[src/hdl/ussu_pkg.sv]
// constants shared by the universal serial shift unit
// assumes a single 100 MHz system clock and synchronous active-low reset
package ussu_pkg;
  // widths of the data path and the edge counter
  localparam int USSU_DATA_W = 8;
  localparam int USSU_CNT_W = 4;
  // clock source selection: {external_clock_select, clock_edge_select}
  localparam logic [1:0] USSU_CS_STROBE = 2'h0;
  localparam logic [1:0] USSU_CS_TIMER = 2'h1;
  localparam logic [1:0] USSU_CS_EXT_POS = 2'h2;
  localparam logic [1:0] USSU_CS_EXT_NEG = 2'h3;
  // wire modes
  localparam logic [1:0] USSU_WM_NONE = 2'h0;
  localparam logic [1:0] USSU_WM_THREE = 2'h1;
  localparam logic [1:0] USSU_WM_TWO = 2'h2;
  localparam logic [1:0] USSU_WM_TWO_HOLD = 2'h3;
  // reset values and counter maximum
  localparam logic [7:0] USSU_DATA_RST = 8'h00;
  localparam logic [3:0] USSU_CNT_RST = 4'h0;
  localparam logic [3:0] USSU_CNT_MAX = 4'hF;
  localparam logic USSU_FLAG_RST = 1'b0;
endpackage

[src/hdl/ussu_core.sv]
// universal serial shift unit: shift register, buffer, edge counter,
// selectable shift clock, output latch and two-wire clock hold.
// assumes pin inputs are asynchronous and software controls are
// single-cycle pulses or levels in the clk domain.
//
// How it works
// - one 8-bit shift register for both directions, copied to a buffer
// - msb reaches data out through a latch, changing opposite the sample
// - serial input always taken from the data input pin
// - 4-bit counter, software read/write, wraps and raises overflow flag
// - shift register and counter share one clock source, except that strobe counting with the external clock counts toggle writes
// - external clock: counter counts both rising and falling edges
// - clock from external pin, timer zero compare match or strobe
// - two-wire: flag start condition, optionally hold clock low after it
// - three-wire: data modes 0 and 1, no slave select
// - eight clocks in a ring exchange master and slave contents
// - master clock pin toggles on port bit flip or toggle write
// - mode 0: sample on rising edge, shift and update on falling
// - mode 1: sample on falling edge, shift and update on rising
// - load data and enable driver half a clock before first sample
// - data driver active only while its direction bit is output
// - sixteen counted edges from zero overflow and set the flag
// - overflow flag can wake the processor from idle
// - strobe counting with toggling and external clock selected: each toggle advances the counter
// - software clocking supports a serial rate of half the clock
// - software write in a clock event cycle wins, no shift
// - latch follows first half cycle if external, always if internal
// - on completion the shift register is copied to the buffer
`timescale 1ns/1ns
module ussu_core
  import ussu_pkg::*;
(
  // clock and reset
  input wire logic clk,
  input wire logic rst_n,
  // configuration levels
  input wire logic [1:0] wire_mode,
  input wire logic external_clock_select,
  input wire logic clock_edge_select,
  input wire logic strobe_count_sel,
  input wire logic hold_on_start,
  input wire logic hold_on_overflow,
  input wire logic port_output_reg,
  input wire logic [1:0] port_direction_reg,
  // software strobes and timer match
  input wire logic software_strobe_bit,
  input wire logic clock_toggle_bit,
  input wire logic timer0_match,
  // shift data register access
  input wire logic data_wr,
  input wire logic [7:0] data_wdata,
  output logic [7:0] shift_data_reg,
  output logic [7:0] shift_buffer_reg,
  // counter and flags
  input wire logic counter_wr,
  input wire logic [3:0] counter_wdata,
  input wire logic overflow_clr,
  input wire logic start_clr,
  output logic [3:0] edge_count,
  output logic counter_overflow_flag,
  output logic start_condition_flag,
  output logic idle_wake,
  // pins
  input wire logic serial_clock_pin_in,
  input wire logic serial_input_pin,
  output logic serial_clock_out,
  output logic serial_clock_oe_n,
  output logic data_out,
  output logic data_out_oe_n
);

  logic clk_s1, clk_s2, clk_s3;
  logic din_s1, din_s2, din_s3;
  logic [7:0] next_shift, next_buffer;
  logic [3:0] next_count;
  logic next_ovf, next_start;
  logic sampled_bit, next_sampled;
  logic out_latch, next_latch;
  logic toggle_state, next_toggle;
  logic rise, fall, sample_edge, shift_edge;
  logic shift_ev, count_ev, wrap, transparent, start_det, hold_low;

  // pin synchronisers, first stage read only by the second
  always_ff @(posedge clk) begin
    if (!rst_n) begin
      clk_s1 <= 1'b0;
      clk_s2 <= 1'b0;
      clk_s3 <= 1'b0;
      din_s1 <= 1'b1;
      din_s2 <= 1'b1;
      din_s3 <= 1'b1;
    end else begin
      clk_s1 <= serial_clock_pin_in;
      clk_s2 <= clk_s1;
      clk_s3 <= clk_s2;
      din_s1 <= serial_input_pin;
      din_s2 <= din_s1;
      din_s3 <= din_s2;
    end
  end

  // edge decode and clock source selection
  always_comb begin
    rise = clk_s2 & ~clk_s3;
    fall = ~clk_s2 & clk_s3;
    // mode 0 samples rising, mode 1 samples falling
    sample_edge = clock_edge_select ? fall : rise;
    shift_edge = clock_edge_select ? rise : fall;
    if (external_clock_select) begin
      shift_ev = shift_edge;
      count_ev = strobe_count_sel ? clock_toggle_bit
                                  : (rise | fall);
    end else begin
      shift_ev = clock_edge_select ? timer0_match
                                   : software_strobe_bit;
      count_ev = shift_ev;
    end
    wrap = count_ev & ~counter_wr & (edge_count == USSU_CNT_MAX);
    transparent = ~external_clock_select |
                  (clk_s2 == clock_edge_select);
    start_det = wire_mode[1] & clk_s2 & clk_s3 &
                ~din_s2 & din_s3;
  end

  // next values of data, counter, flags and latch
  always_comb begin
    next_shift = shift_data_reg;
    next_buffer = shift_buffer_reg;
    next_count = edge_count;
    next_sampled = sampled_bit;
    next_toggle = toggle_state ^ clock_toggle_bit;
    if (external_clock_select && sample_edge) begin
      next_sampled = din_s2;
    end
    if (data_wr) begin
      next_shift = data_wdata;
    end else if (shift_ev) begin
      next_shift = {shift_data_reg[6:0],
                    external_clock_select ? sampled_bit
                                          : din_s2};
    end
    if (counter_wr) begin
      next_count = counter_wdata;
    end else if (count_ev) begin
      next_count = edge_count + 4'h1;
    end
    if (wrap) begin
      next_buffer = next_shift;
    end
    // a set in the clear cycle wins
    next_ovf = wrap | (counter_overflow_flag & ~overflow_clr);
    next_start = start_det | (start_condition_flag & ~start_clr);
    next_latch = transparent ? next_shift[7] : out_latch;
  end

  // state registers
  always_ff @(posedge clk) begin
    if (!rst_n) begin
      shift_data_reg <= USSU_DATA_RST;
      shift_buffer_reg <= USSU_DATA_RST;
      edge_count <= USSU_CNT_RST;
      counter_overflow_flag <= USSU_FLAG_RST;
      start_condition_flag <= USSU_FLAG_RST;
      sampled_bit <= 1'b0;
      out_latch <= 1'b0;
      toggle_state <= 1'b0;
    end else begin
      shift_data_reg <= next_shift;
      shift_buffer_reg <= next_buffer;
      edge_count <= next_count;
      counter_overflow_flag <= next_ovf;
      start_condition_flag <= next_start;
      sampled_bit <= next_sampled;
      out_latch <= next_latch;
      toggle_state <= next_toggle;
    end
  end

  // pin drivers and clock hold in two-wire mode
  always_comb begin
    hold_low = wire_mode[1] & ~clk_s2 &
               ((hold_on_start & start_condition_flag) |
                (hold_on_overflow & counter_overflow_flag));
    serial_clock_out = hold_low ? 1'b0
                                : (port_output_reg ^ toggle_state);
    serial_clock_oe_n = ~(port_direction_reg[0] | hold_low);
    data_out = out_latch;
    data_out_oe_n = ~port_direction_reg[1];
    idle_wake = counter_overflow_flag;
  end
endmodule

[config.mk]
export PLATFORM = sky130hd
export DESIGN_NAME = ussu_core
export DESIGN_NICKNAME = d
export VERILOG_FILES = /design/src/hdl/ussu_pkg.sv /design/src/hdl/ussu_core.sv
export SDC_FILE = /design/constraint.sdc
export NUM_CORES = 1
export LEC_CHECK = 0
export BUFFER_PORTS_ARGS = -buffer_cell sky130_fd_sc_hd__buf_2
export CAP_MARGIN = 20
export CORE_MARGIN = 3
export CORE_UTILIZATION = 30
export CTS_CLUSTER_DIAMETER = 120
export DETAILED_ROUTE_END_ITERATION = 16
export SLEW_MARGIN = 20
export SYNTH_ARGS = -nofsm -noshare
export SYNTH_HDL_FRONTEND = slang
export SYNTH_SLANG_ARGS = --single-unit
[constraint.sdc]
create_clock -name clk -period 2.8 [get_ports clk]
set_input_delay 0.42 -clock clk [delete_from_list [all_inputs] [get_ports clk]]
set_output_delay 0.42 -clock clk [all_outputs]
set_load 0.02 [all_outputs]
**Word-level counts from Yosys, hierarchy flattened**

Cells that the tools add are included.

- Bits in registers: 31
- Word-level logic and storage cells: 62
- Input bits: 33
- Output and inout bits: 27

- Bitwise operators: 31
- Eq/ne operators: 2
- Add/sub/neg operators: 1
- Reductions and logical operators: 2
- Multiplexer cells: 12

Operators with widths:

| operator | count |
|---|---|
| $mux 8 | 2 |
| $and 1x1->1 | 14 |
| $not 1->1 | 9 |
| $mux 1 | 8 |
| $mux 4 | 2 |
| $or 1x1->1 | 6 |
| $add 4x1->4 const B | 1 |
| $eq 4x4->1 const B | 1 |
| $reduce_bool 2->1 | 1 |
| $xor 1x1->1 | 2 |
| $eq 1x1->1 | 1 |
| $logic_and 1x1->1 | 1 |

**Logic depth before layout (Yosys ltp)**

Gate-level depths: netlist of run 1.

- Depth in word-level cells: 8
- Gate-level depth with buffers: 7
- Mapped depth without buffers: 6

**Worst setup path before layout of run 1**

No wires, ideal clock.

- Path kind: register -> register
- Start: register clk_s2
- End: register edge_count[0]
- Buffers on the path: 1
- Required time: 2.699 ns
- Arrival: 1.739 ns
- Clock period less this slack: 1.840 ns
- Library setup time: 0.101 ns
- Stages on the path, launching flop included: 8
- Slack: 0.960 ns
- Cells stage by stage: dfxtp_1 -> inv_1 -> ha_1 -> nor2b_1 -> o21ai_0 -> clkbuf_1 -> a21oi_1 -> o41ai_1

- Cells in the longest elaborated chain, start to end: 6
- Elaborated cells on any way between the ends: 7
- Classes of those cells: 2 x mux; 4 x bitwise; 1 x reduce/logical

Ends and longest elaborated chain:

| element | line | text |
|---|---|---|
| start: declaration | ussu_core.sv:72 | `logic clk_s1, clk_s2, clk_s3;` |
| start signal: assignment | ussu_core.sv:94 | `clk_s2 <= clk_s1;` |
| $not 1->1 | ussu_core.sv:105 | `fall = ~clk_s2 & clk_s3;` |
| $and 1x1->1 | ussu_core.sv:105 |  |
| $or 1x1->1 (*) | ussu_core.sv:112 | `: (rise \| fall);` |
| $mux 1 (*) | ussu_core.sv:111 | `count_ev = strobe_count_sel ? clock_toggle_bit` |
| $mux 1 (*) | ussu_core.sv:109 | `if (external_clock_select) begin` |
| $reduce_bool 2->1 (no line) (*) | - |  |
| end signal: assignment | ussu_core.sv:170 | `edge_count <= next_count;` |
| end: declaration | ussu_core.sv:59 | `output logic [3:0] edge_count,` |

Mark *: on every way between the ends. The rest lies on a longest branch, timed or not.
A chain may end at the register's enable or synchronous reset.

**Worst setup path in the final report of run 1**

- Start: register clk_s2
- End: register shift_buffer_reg[1]

- Cells in the longest elaborated chain, start to end: 7
- Elaborated cells on any way between the ends: 12
- Classes of those cells: 6 x mux; 6 x bitwise

Ends and longest elaborated chain:

| element | line | text |
|---|---|---|
| $not 1->1 | ussu_core.sv:105 |  |
| $and 1x1->1 | ussu_core.sv:105 |  |
| $or 1x1->1 | ussu_core.sv:112 |  |
| $mux 1 | ussu_core.sv:111 |  |
| $mux 1 | ussu_core.sv:109 |  |
| $and 1x1->1 (2 in series) | ussu_core.sv:118 | `wrap = count_ev & ~counter_wr & (edge_count == USSU_CNT_MAX);` |
| end signal: assignment | ussu_core.sv:169 | `shift_buffer_reg <= next_buffer;` |
| end: declaration | ussu_core.sv:53 | `output logic [7:0] shift_buffer_reg,` |

Parallel ways exist; a longest one is shown, timed or not.

==> run summary, run 1 <==
The average wire per cell in the routed design is 13.05 µm, and the global placement routability congestion is 0.7381. After detailed routing, the number of remaining DRC violations is 0. The first global-routing pass estimated 6423 µm of wire. The number of filler cells placed in the layout is 503, and the synthesis-to-layout area growth is 31.23%. The shortest clock period the worst path allows after layout is 2.025 ns. CTS saw 31 sinks. Max-cap violations in this run came to 0. The number of cells upsized or downsized after cts was 0. The worst hold path class is input pin to flop. 0 antenna diodes ended up in the layout.

The final non-filler cell area was 0.001977 mm². The max-slew violation count was 0. Summed over all failing endpoints, the final setup total negative slack is 0 ns. The maximum clock frequency is 493.9 MHz, and the maximum resistive drop on vdd is 0.0002172 V. Wire length after detailed routing: 3862 µm.

The floorplan step defined a die boundary enclosing 0.005907 mm². The detailed router finished its first iteration with 116 violations. The number of hold buffers added after CTS was 0. The post-detailed-route count of antenna-violating nets is 0. The tools report the hold slack as 0.3129 ns. Startpoint-to-endpoint class of the critical path: flop to flop.

The number of primary I/O pins is 60, and the cell area after placement is 0.001859 mm². Number of vias per cell: 4.858. Setup repair after global routing left no endpoint under its margin. Counting along the longest clock path gives a buffer depth of 2. Summed over all nets, the half-perimeter wirelength after detailed placement is 2867 µm. Clock skew on the completed layout was measured at 0.009310 ns.

The mean post-synth cell area is 8.861 µm², and the net count of the finished layout is 264. The aggregate global routing overflow was 0; the number of nets in the synthesized netlist was 206. Summed over its instances, the top area cell type makes up 41.20% of the synthesized netlist area. The tools report the largest net degree at the start of global routing as 32. The tools report the startpoint class of the critical path as a flop. The actual transition at the worst max-transition pin came out at 0.4928 ns. The most used flip-flop cell after synthesis is sky130_fd_sc_hd__dfxtp_1. The total iterations of the first detailed-routing run was 4. For the floorplan core area, the log shows 0.004786 mm². Sequential fraction of the synthesis area: 41.20%.

Clock tree synthesis selected as its root buffer the cell sky130_fd_sc_hd__clkbuf_8. Summed instance area of the synthesized netlist: 0.001506 mm². Cells with a size suffix above 1 make up 33.19% of the layout. The number of buffers and inverters on the critical path is 2. The total number of vias was 1438. Dividing total power by cell area gives a power density of 556.6 mW/mm².

For this configuration, the core starts out at a cell density of 31.48%. The clock slew at the register clock pins of the worst setup and hold paths is 0.07 ns, and the number of port buffers is 58. The cell class contributing the biggest share of worst-path delay is simple AND/OR/NAND/NOR gates. The number of antenna violations at the first check in global routing came out at 0. The maximum level of the CTS H-tree is 2, and the post-CTS setup-driven buffer insertion count is 0. In this run, synthesis inferred 0 flip-flops with an integrated enable. The tools report the via count of the first global-routing pass as 1375.

In the post-synthesis netlist, the biggest area contributors are sky130_fd_sc_hd__dfxtp_1 (41%), sky130_fd_sc_hd__mux2i_1 (5.3%), sky130_fd_sc_hd__o221ai_1 (4.7%). The final-report hold violation count was 0. The tools report the critical path capture point type as a flop.

The flip-flop and latch count after synthesis is 31, and the number of distinct library cells after synthesis is 34. Traced cell by cell, the critical path runs through inv_1 -> ha_1 -> nor2b_1 -> o21ai_0 -> buf_4 -> nand4_1 -> o221ai_1. Registers take 620.6 µm². In this run the horizontal extent of the chip is 76.86 µm. Of all flip-flops after synthesis, the portion carrying an async set or reset was 0%. In this run the worst path has a maximum fanout of 13. The setup-violating endpoint count in the final report was 0. The total CTS buffers was 5. For this run, the number of Yosys warnings is 0. The die is 76.86 µm tall. The logs give 0.8885 nW for the total leakage power and 41.31% for the final core utilization. In this design, the stage delay of the slowest critical-path cell is 0.41 ns.

The run finished with clean final reports. The design draws 1.100 mW. STA puts the critical path data required time at 3.00 ns.

The initialized floorplan defines 25 standard-cell rows. The slowest stage of the critical path is the sky130_fd_sc_hd__dfxtp_1 cell. Of the available clock period, the critical path in the final layout requires 72.31%. TritonCTS built the clock tree. The total global routing track utilization came out at 13.55%. At the later pin of the worst-skew pair, clock insertion delay measures 0.28 ns.

The run gives 170 as the cell count after synthesis. For the worst setup path, the data arrival time is 2.22 ns. The largest total area in the synthesized netlist belongs to sky130_fd_sc_hd__dfxtp_1. Measured against its own limit, the worst slew margin works out to 66.96%. The multi-input combinational cells in the finished layout cover a total of 812.0 µm².
[metrics by stage]
step,instances,setup WS [ns]
detailed placement,288,0.7114
CTS,296,0.7148
finish,296,0.7754
floorplan,170,0.9598
global route,296,0.5662
global placement,288,0.7114
[power breakdown]
| part | switching (mW) | internal (mW) | leakage [nW] |
|---|---|---|---|
| clock | 0.169 | 0.288 | 0.0612 |
| combinational | 0.0976 | 0.0695 | 0.573 |
| sequential | 0.0156 | 0.461 | 0.254 |
[path summary, 6_finish.rpt]
check | endpoint | cells after the start | start | slack, ns
max reg2reg | shift_buffer_reg[1]$_SDFFE_PN0P_ | 7 | clk_s2$_SDFF_PN0_ | 0.78
max | shift_buffer_reg[1]$_SDFFE_PN0P_ | 7 | clk_s2$_SDFF_PN0_ | 0.78
min | din_s1$_SDFF_PN1_ | 2 | serial_input_pin | 0.31
min reg2reg | clk_s2$_SDFF_PN0_ | 1 | clk_s1$_SDFF_PN0_ | 0.44
[routing by layer]
layer	global-route usage [%]	up-vias	wire (µm)
li1	-	744	-
met1	17.38	657	1859
met2	20.82	33	1737
met3	5.282	4	222
met4	4.348	0	42
met5	0	-	0
[placed cells by master, fill, tap and decap left out, types with 3 or more instances in the layout]
| cell | instances |
|---|---|
| sky130_fd_sc_hd__inv_1 | 7 |
| sky130_fd_sc_hd__nand2_1 | 14 |
| sky130_fd_sc_hd__and3_1 | 10 |
| sky130_fd_sc_hd__nand3_1 | 4 |
| sky130_fd_sc_hd__ha_1 | 3 |
| sky130_fd_sc_hd__dfxtp_1 | 31 |
| sky130_fd_sc_hd__mux2i_1 | 8 |
| sky130_fd_sc_hd__nand2b_1 | 4 |
| sky130_fd_sc_hd__a21oi_1 | 9 |
| sky130_fd_sc_hd__nor2b_1 | 4 |
| sky130_fd_sc_hd__o21ai_0 | 11 |
| sky130_fd_sc_hd__mux2_2 | 3 |
| sky130_fd_sc_hd__buf_4 | 3 |
| sky130_fd_sc_hd__o221ai_1 | 8 |
| sky130_fd_sc_hd__nand4_1 | 9 |
| sky130_fd_sc_hd__nor2_1 | 10 |
| sky130_fd_sc_hd__a31oi_1 | 4 |
| sky130_fd_sc_hd__buf_2 | 58 |
| sky130_fd_sc_hd__clkbuf_8 | 6 |
[worst register-to-register path, delay by kind of cell (launching register included)]
| family | cells | cell delay [ns] |
|---|---|---|
| fa+ha+maj | 1 | 0.30 |
| flops | 1 | 0.41 |
| simple gates | 2 | 0.47 |
| compound gates | 2 | 0.47 |
| buf+inv | 2 | 0.32 |
[kinds of logic (layout without fill, tap and decap cells)]
kind of cell    after synthesis  in the layout  share of synthesized area [%]
simple gates                 61             61                          21.93
compound gates               41             41                          17.77
flops                        31             31                          41.20
buf+inv                      18             77                          4.901
mux                          13             13                          9.967
fa+ha+maj                     3              3                          2.492
xor+xnor                      3              3                          1.745
[cell usage after synthesis, types with 2 or more instances]
cell type and count:
sky130_fd_sc_hd__a211oi_1 2, sky130_fd_sc_hd__a31oi_1 4, sky130_fd_sc_hd__xnor2_1 2, sky130_fd_sc_hd__nor2b_1 4
sky130_fd_sc_hd__nand2b_1 4, sky130_fd_sc_hd__o21a_1 2, sky130_fd_sc_hd__and3_1 10, sky130_fd_sc_hd__mux2_2 3
sky130_fd_sc_hd__clkbuf_1 7, sky130_fd_sc_hd__nand3_1 4, sky130_fd_sc_hd__and2_1 2, sky130_fd_sc_hd__ha_1 3
sky130_fd_sc_hd__nand4_1 9, sky130_fd_sc_hd__nor2_1 10, sky130_fd_sc_hd__dfxtp_1 31, sky130_fd_sc_hd__o31ai_1 2
sky130_fd_sc_hd__or4_1 2, sky130_fd_sc_hd__a21oi_1 9, sky130_fd_sc_hd__o21ai_0 11, sky130_fd_sc_hd__inv_1 7
sky130_fd_sc_hd__nand2_1 14, sky130_fd_sc_hd__mux2i_1 8, sky130_fd_sc_hd__buf_2 2, sky130_fd_sc_hd__o221ai_1 8
[layout make-up]
| class | instances | area share, % |
|---|---|---|
| Sequential cell | 31 | 31.39 |
| Multi-Input combinational cell | 121 | 41.08 |
| Clock buffer | 6 | 4.177 |
| Timing Repair Buffer | 61 | 15.82 |
| Clock inverter | 2 | 1.772 |
| Inverter | 8 | 1.519 |
| Tap cell | 67 | 4.240 |
No activity file was read; power rests on OpenSTA's default activity.
==> inputs of run 2 (changes only) <==
==> constraint.sdc (replaced) <==
create_clock -name clk -period 1.8 [get_ports clk]
set_input_delay 0.27 -clock clk [delete_from_list [all_inputs] [get_ports clk]]
set_output_delay 0.27 -clock clk [all_outputs]
set_load 0.02 [all_outputs]
==> run 2 against run 1 <==
- hold slack worse by 0.14 ns
- register-to-register slack worse by 0.71 ns
- setup slack worse by 0.71 ns
- via count grew 3.4%
- non-clock buffer count up 12
- flip-flop and latch count unchanged
- critical endpoint is now data_out$_SDFFE_PN0P_
- combinational power grew 74%
- final area grew 6.3%
- sequential share of layout area decreased by 1.5 points
- die area did not move
- largest cell class unchanged
- sequential power is 56% higher
==> run summary, run 2 (synthesized netlist as in run 1, its figures left out) <==
The setup-violating endpoint count in the final report was 0 (unchanged); the total CTS buffers was 5 (unchanged). The vertical extent of the die is 76.86 µm (unchanged). The data arrival time of the critical path was 1.88 ns (-0.34 ns). After global routing, the most crowded layer is met2. The run gives 6486 µm (+0.98%) as the first-pass GRT wire length. The number of cells traversed by the worst hold path is 2 (unchanged), and the met1 usage in global routing is 17.85% (+0.47 points).

The critical path capture point type was a flop. The tools report the total leakage power as 0.9426 nW (+6.1%). The critical path is of the flop to flop type. The logs give 60 (unchanged) for the number of primary I/O pins and 0.06789 ns (-0.7075 ns) for the post-route worst setup slack. The setup TNS came out at 0 ns (unchanged). The logs give 2940 µm (+2.5%) for the HPWL after detailed placement and 307 (+3.7%) for the non-filler instance count after layout.

The cell count of the worst reg-to-reg path was 8 (+1). The worst hold path class was input pin to flop. The total iterations of the first detailed-routing run is 4 (unchanged), and the number of vias per cell is 4.844 (-0.30%). The detailed-route DRC error count is 0 (unchanged), and the clock slew at the register clock pins of the worst setup and hold paths is 0.06 ns (about the same). Internal power component: 1.147 mW (+40%). The cell total after placement came out at 298 (+3.5%).

The switching fraction of total power was 27.32% (+1.7 points); the average wire per cell in the routed design was 12.78 µm (-2.1%). The tools report the clock network fraction of total power as 34.6% (-6.9 points). The number of port buffers was 58 (unchanged); the width of the die was 76.86 µm (unchanged).

The run gives 0 (unchanged) as the aggregate global routing overflow. The worst slack at placement came out at -0.001215 ns (-0.7126 ns). The final core utilization is 43.90% (+2.6 points). The run gives 2 (unchanged) as the number of buffers between clock root and the deepest sink. The library cells used most frequently in the layout, excluding fill and tap cells, are sky130_fd_sc_hd__buf_2 (58), sky130_fd_sc_hd__dfxtp_1 (29), sky130_fd_sc_hd__nand2_1 (14), sky130_fd_sc_hd__buf_4 (14), sky130_fd_sc_hd__o21ai_0 (11).

The run finished with clean final reports. The logs give 0.4313 mW (+53%) for the net load switching power and 493 (-2.0%) for the number of filler cells placed in the layout. The DRC violation total after the first TritonRoute iteration came out at 83 (-28%). The tree is rooted in a sky130_fd_sc_hd__clkbuf_8. The cell row count was 25 (unchanged); the overall power consumption was 1.579 mW (+43%). In this run the critical register-to-register path is launched from clk_s3$_SDFF_PN0_.

The largest fanout on the critical path was 7 (-6); the maximum resistive drop on vdd was 0.0002894 V (+33%). The share of total power in sequential cells is 47.0% (+3.7 points), and the multi-input gate area in the final layout is 855.8 µm² (+5.4%). The max-slew violation count was 0 (unchanged). The run gives 276 (+4.5%) as the net count of the finished layout. The number of max-capacitance violations reported came out at 0 (unchanged). The actual transition at the worst max-transition pin is 0.3797 ns (-0.1132 ns). The global placement routability congestion is 0.7187 (-2.6%).

The startpoint identified for the worst hold timing path is serial_input_pin. The maximum clock frequency came out at 577.3 MHz (+17%). The shortest clock period the worst path allows after layout is 1.732 ns (-0.2925 ns). TritonCTS built the clock tree. The via count of the first global-routing pass was 1414 (+2.8%). The maximum level of the CTS H-tree was 2 (unchanged); the number of clock sinks seen by CTS was 31 (unchanged). The share of cells above drive strength 1 came out at 39.17% (+6.0 points).

The routing usage on met3 came out at 3.638% (-1.6 points). The required time at the endpoint of the critical path is 1.95 ns (-1.05 ns), and the floorplan core area is 0.004786 mm² (unchanged). The logs give 0 (unchanged) for the number of antenna violations at the first check in global routing and 74.19% (+7.2 points) for the headroom to the max-slew limit. STA classifies the critical path startpoint as a flop. The area growth from synthesis to layout is 39.45%.

The library cell used most frequently in the layout, excluding fill and tap cells, is sky130_fd_sc_hd__buf_2. The run gives 13.74% (+0.19 points) as the total global routing track utilization. Number of diodes: 0 (unchanged). The post-detailed-route count of antenna-violating nets is 0 (unchanged). The routing usage on met2 is 21.60% (+0.78 points), and the total power density per cell area is 751.5 mW/mm² (+35%). The tools report the start point of the critical path as clk_s3$_SDFF_PN0_. The combinational share of power was 18.4% (+3.2 points). The final-report hold violation count came out at 0 (unchanged). The final period utilization was 96.23% (+24 points). For the total number of vias, the log shows 1487 (+3.4%).

The post-route clock skew is 0.006306 ns (-0.003004 ns). The clock insertion delay at the later pin of the skew report is 0.28 ns (about the same), and the initial cell density of the core is 31.48% (unchanged). The sequential standard cell area is 628.1 µm² (+1.2%), and the largest net degree at the start of global routing is 22 (-31%). The wire length after detailed routing is 3923 µm (+1.6%). The tools report the area enclosed by the die boundary as 0.005907 mm² (unchanged).
run 2: cell types whose count changed in the layout (fill, tap and decap cells not counted), moves of 2 or more:
cell	before	now
sky130_fd_sc_hd__buf_4	3	14
sky130_fd_sc_hd__dfxtp_1	31	29
sky130_fd_sc_hd__dfxtp_4	0	2
sky130_fd_sc_hd__ha_1	3	1
sky130_fd_sc_hd__ha_4	0	2
run 2: what timing repair did:
item / CTS / global route
pin swaps: 2 / 2
hold buffers: 0 / 0
setup buffers: 0 / 2
gates resized for setup: 2 / 10
setup endpoints to repair: 1 / 12
run 2: final timing paths:
check	to	slack [ns]
min reg2reg	din_s2$_SDFF_PN1_	0.42
max	data_out$_SDFFE_PN0P_	0.07
min	din_s1$_SDFF_PN1_	0.17
max reg2reg	data_out$_SDFFE_PN0P_	0.07
run 2: cell type report:
cell class,instances,share of cell area (%)
Clock buffer,6,3.931
Timing Repair Buffer,73,19.77
Sequential cell,31,29.90
Clock inverter,1,0.2382
Inverter,8,1.429
Multi-Input combinational cell,121,40.74
Tap cell,67,3.990
run 2: per-stage QoR:
stage                     instance area [µm²]  hold slack [ns]
final                                    2101           0.1718
after global routing                     2101           0.1678
after CTS                                2041           0.1712
after detailed placement                 1951           0.4115
after global placement                   1951           0.4076
after floorplan                          1511           0.3711
run 2: layer usage:
layer	vias to the layer above	share of wire (%)
met5	-	0
met4	0	1.6
met3	5	6.2
met2	47	45
met1	673	47
li1	762	-
run 2: power by group through the flow:
stage | registers [mW] | logic, mW | clock network, mW
after CTS | 0.743 | 0.281 | 0.563
after global placement | 0.757 | 0.278 | 0
final | 0.742 | 0.290 | 0.546
after global routing | 0.746 | 0.320 | 0.603
after detailed placement | 0.758 | 0.280 | 0
after floorplan | 0.781 | 0.140 | 0
run 2: worst max-delay path: stages, from the launching register on:
cell and delay, ns:
sky130_fd_sc_hd__dfxtp_4 0.36, sky130_fd_sc_hd__inv_1 0.09, sky130_fd_sc_hd__ha_4 0.15, sky130_fd_sc_hd__mux2i_4 0.07, sky130_fd_sc_hd__buf_4 0.14, sky130_fd_sc_hd__mux2i_4 0.15, sky130_fd_sc_hd__buf_12 0.16, sky130_fd_sc_hd__mux2i_1 0.31
sky130_fd_sc_hd__o221ai_1 0.17
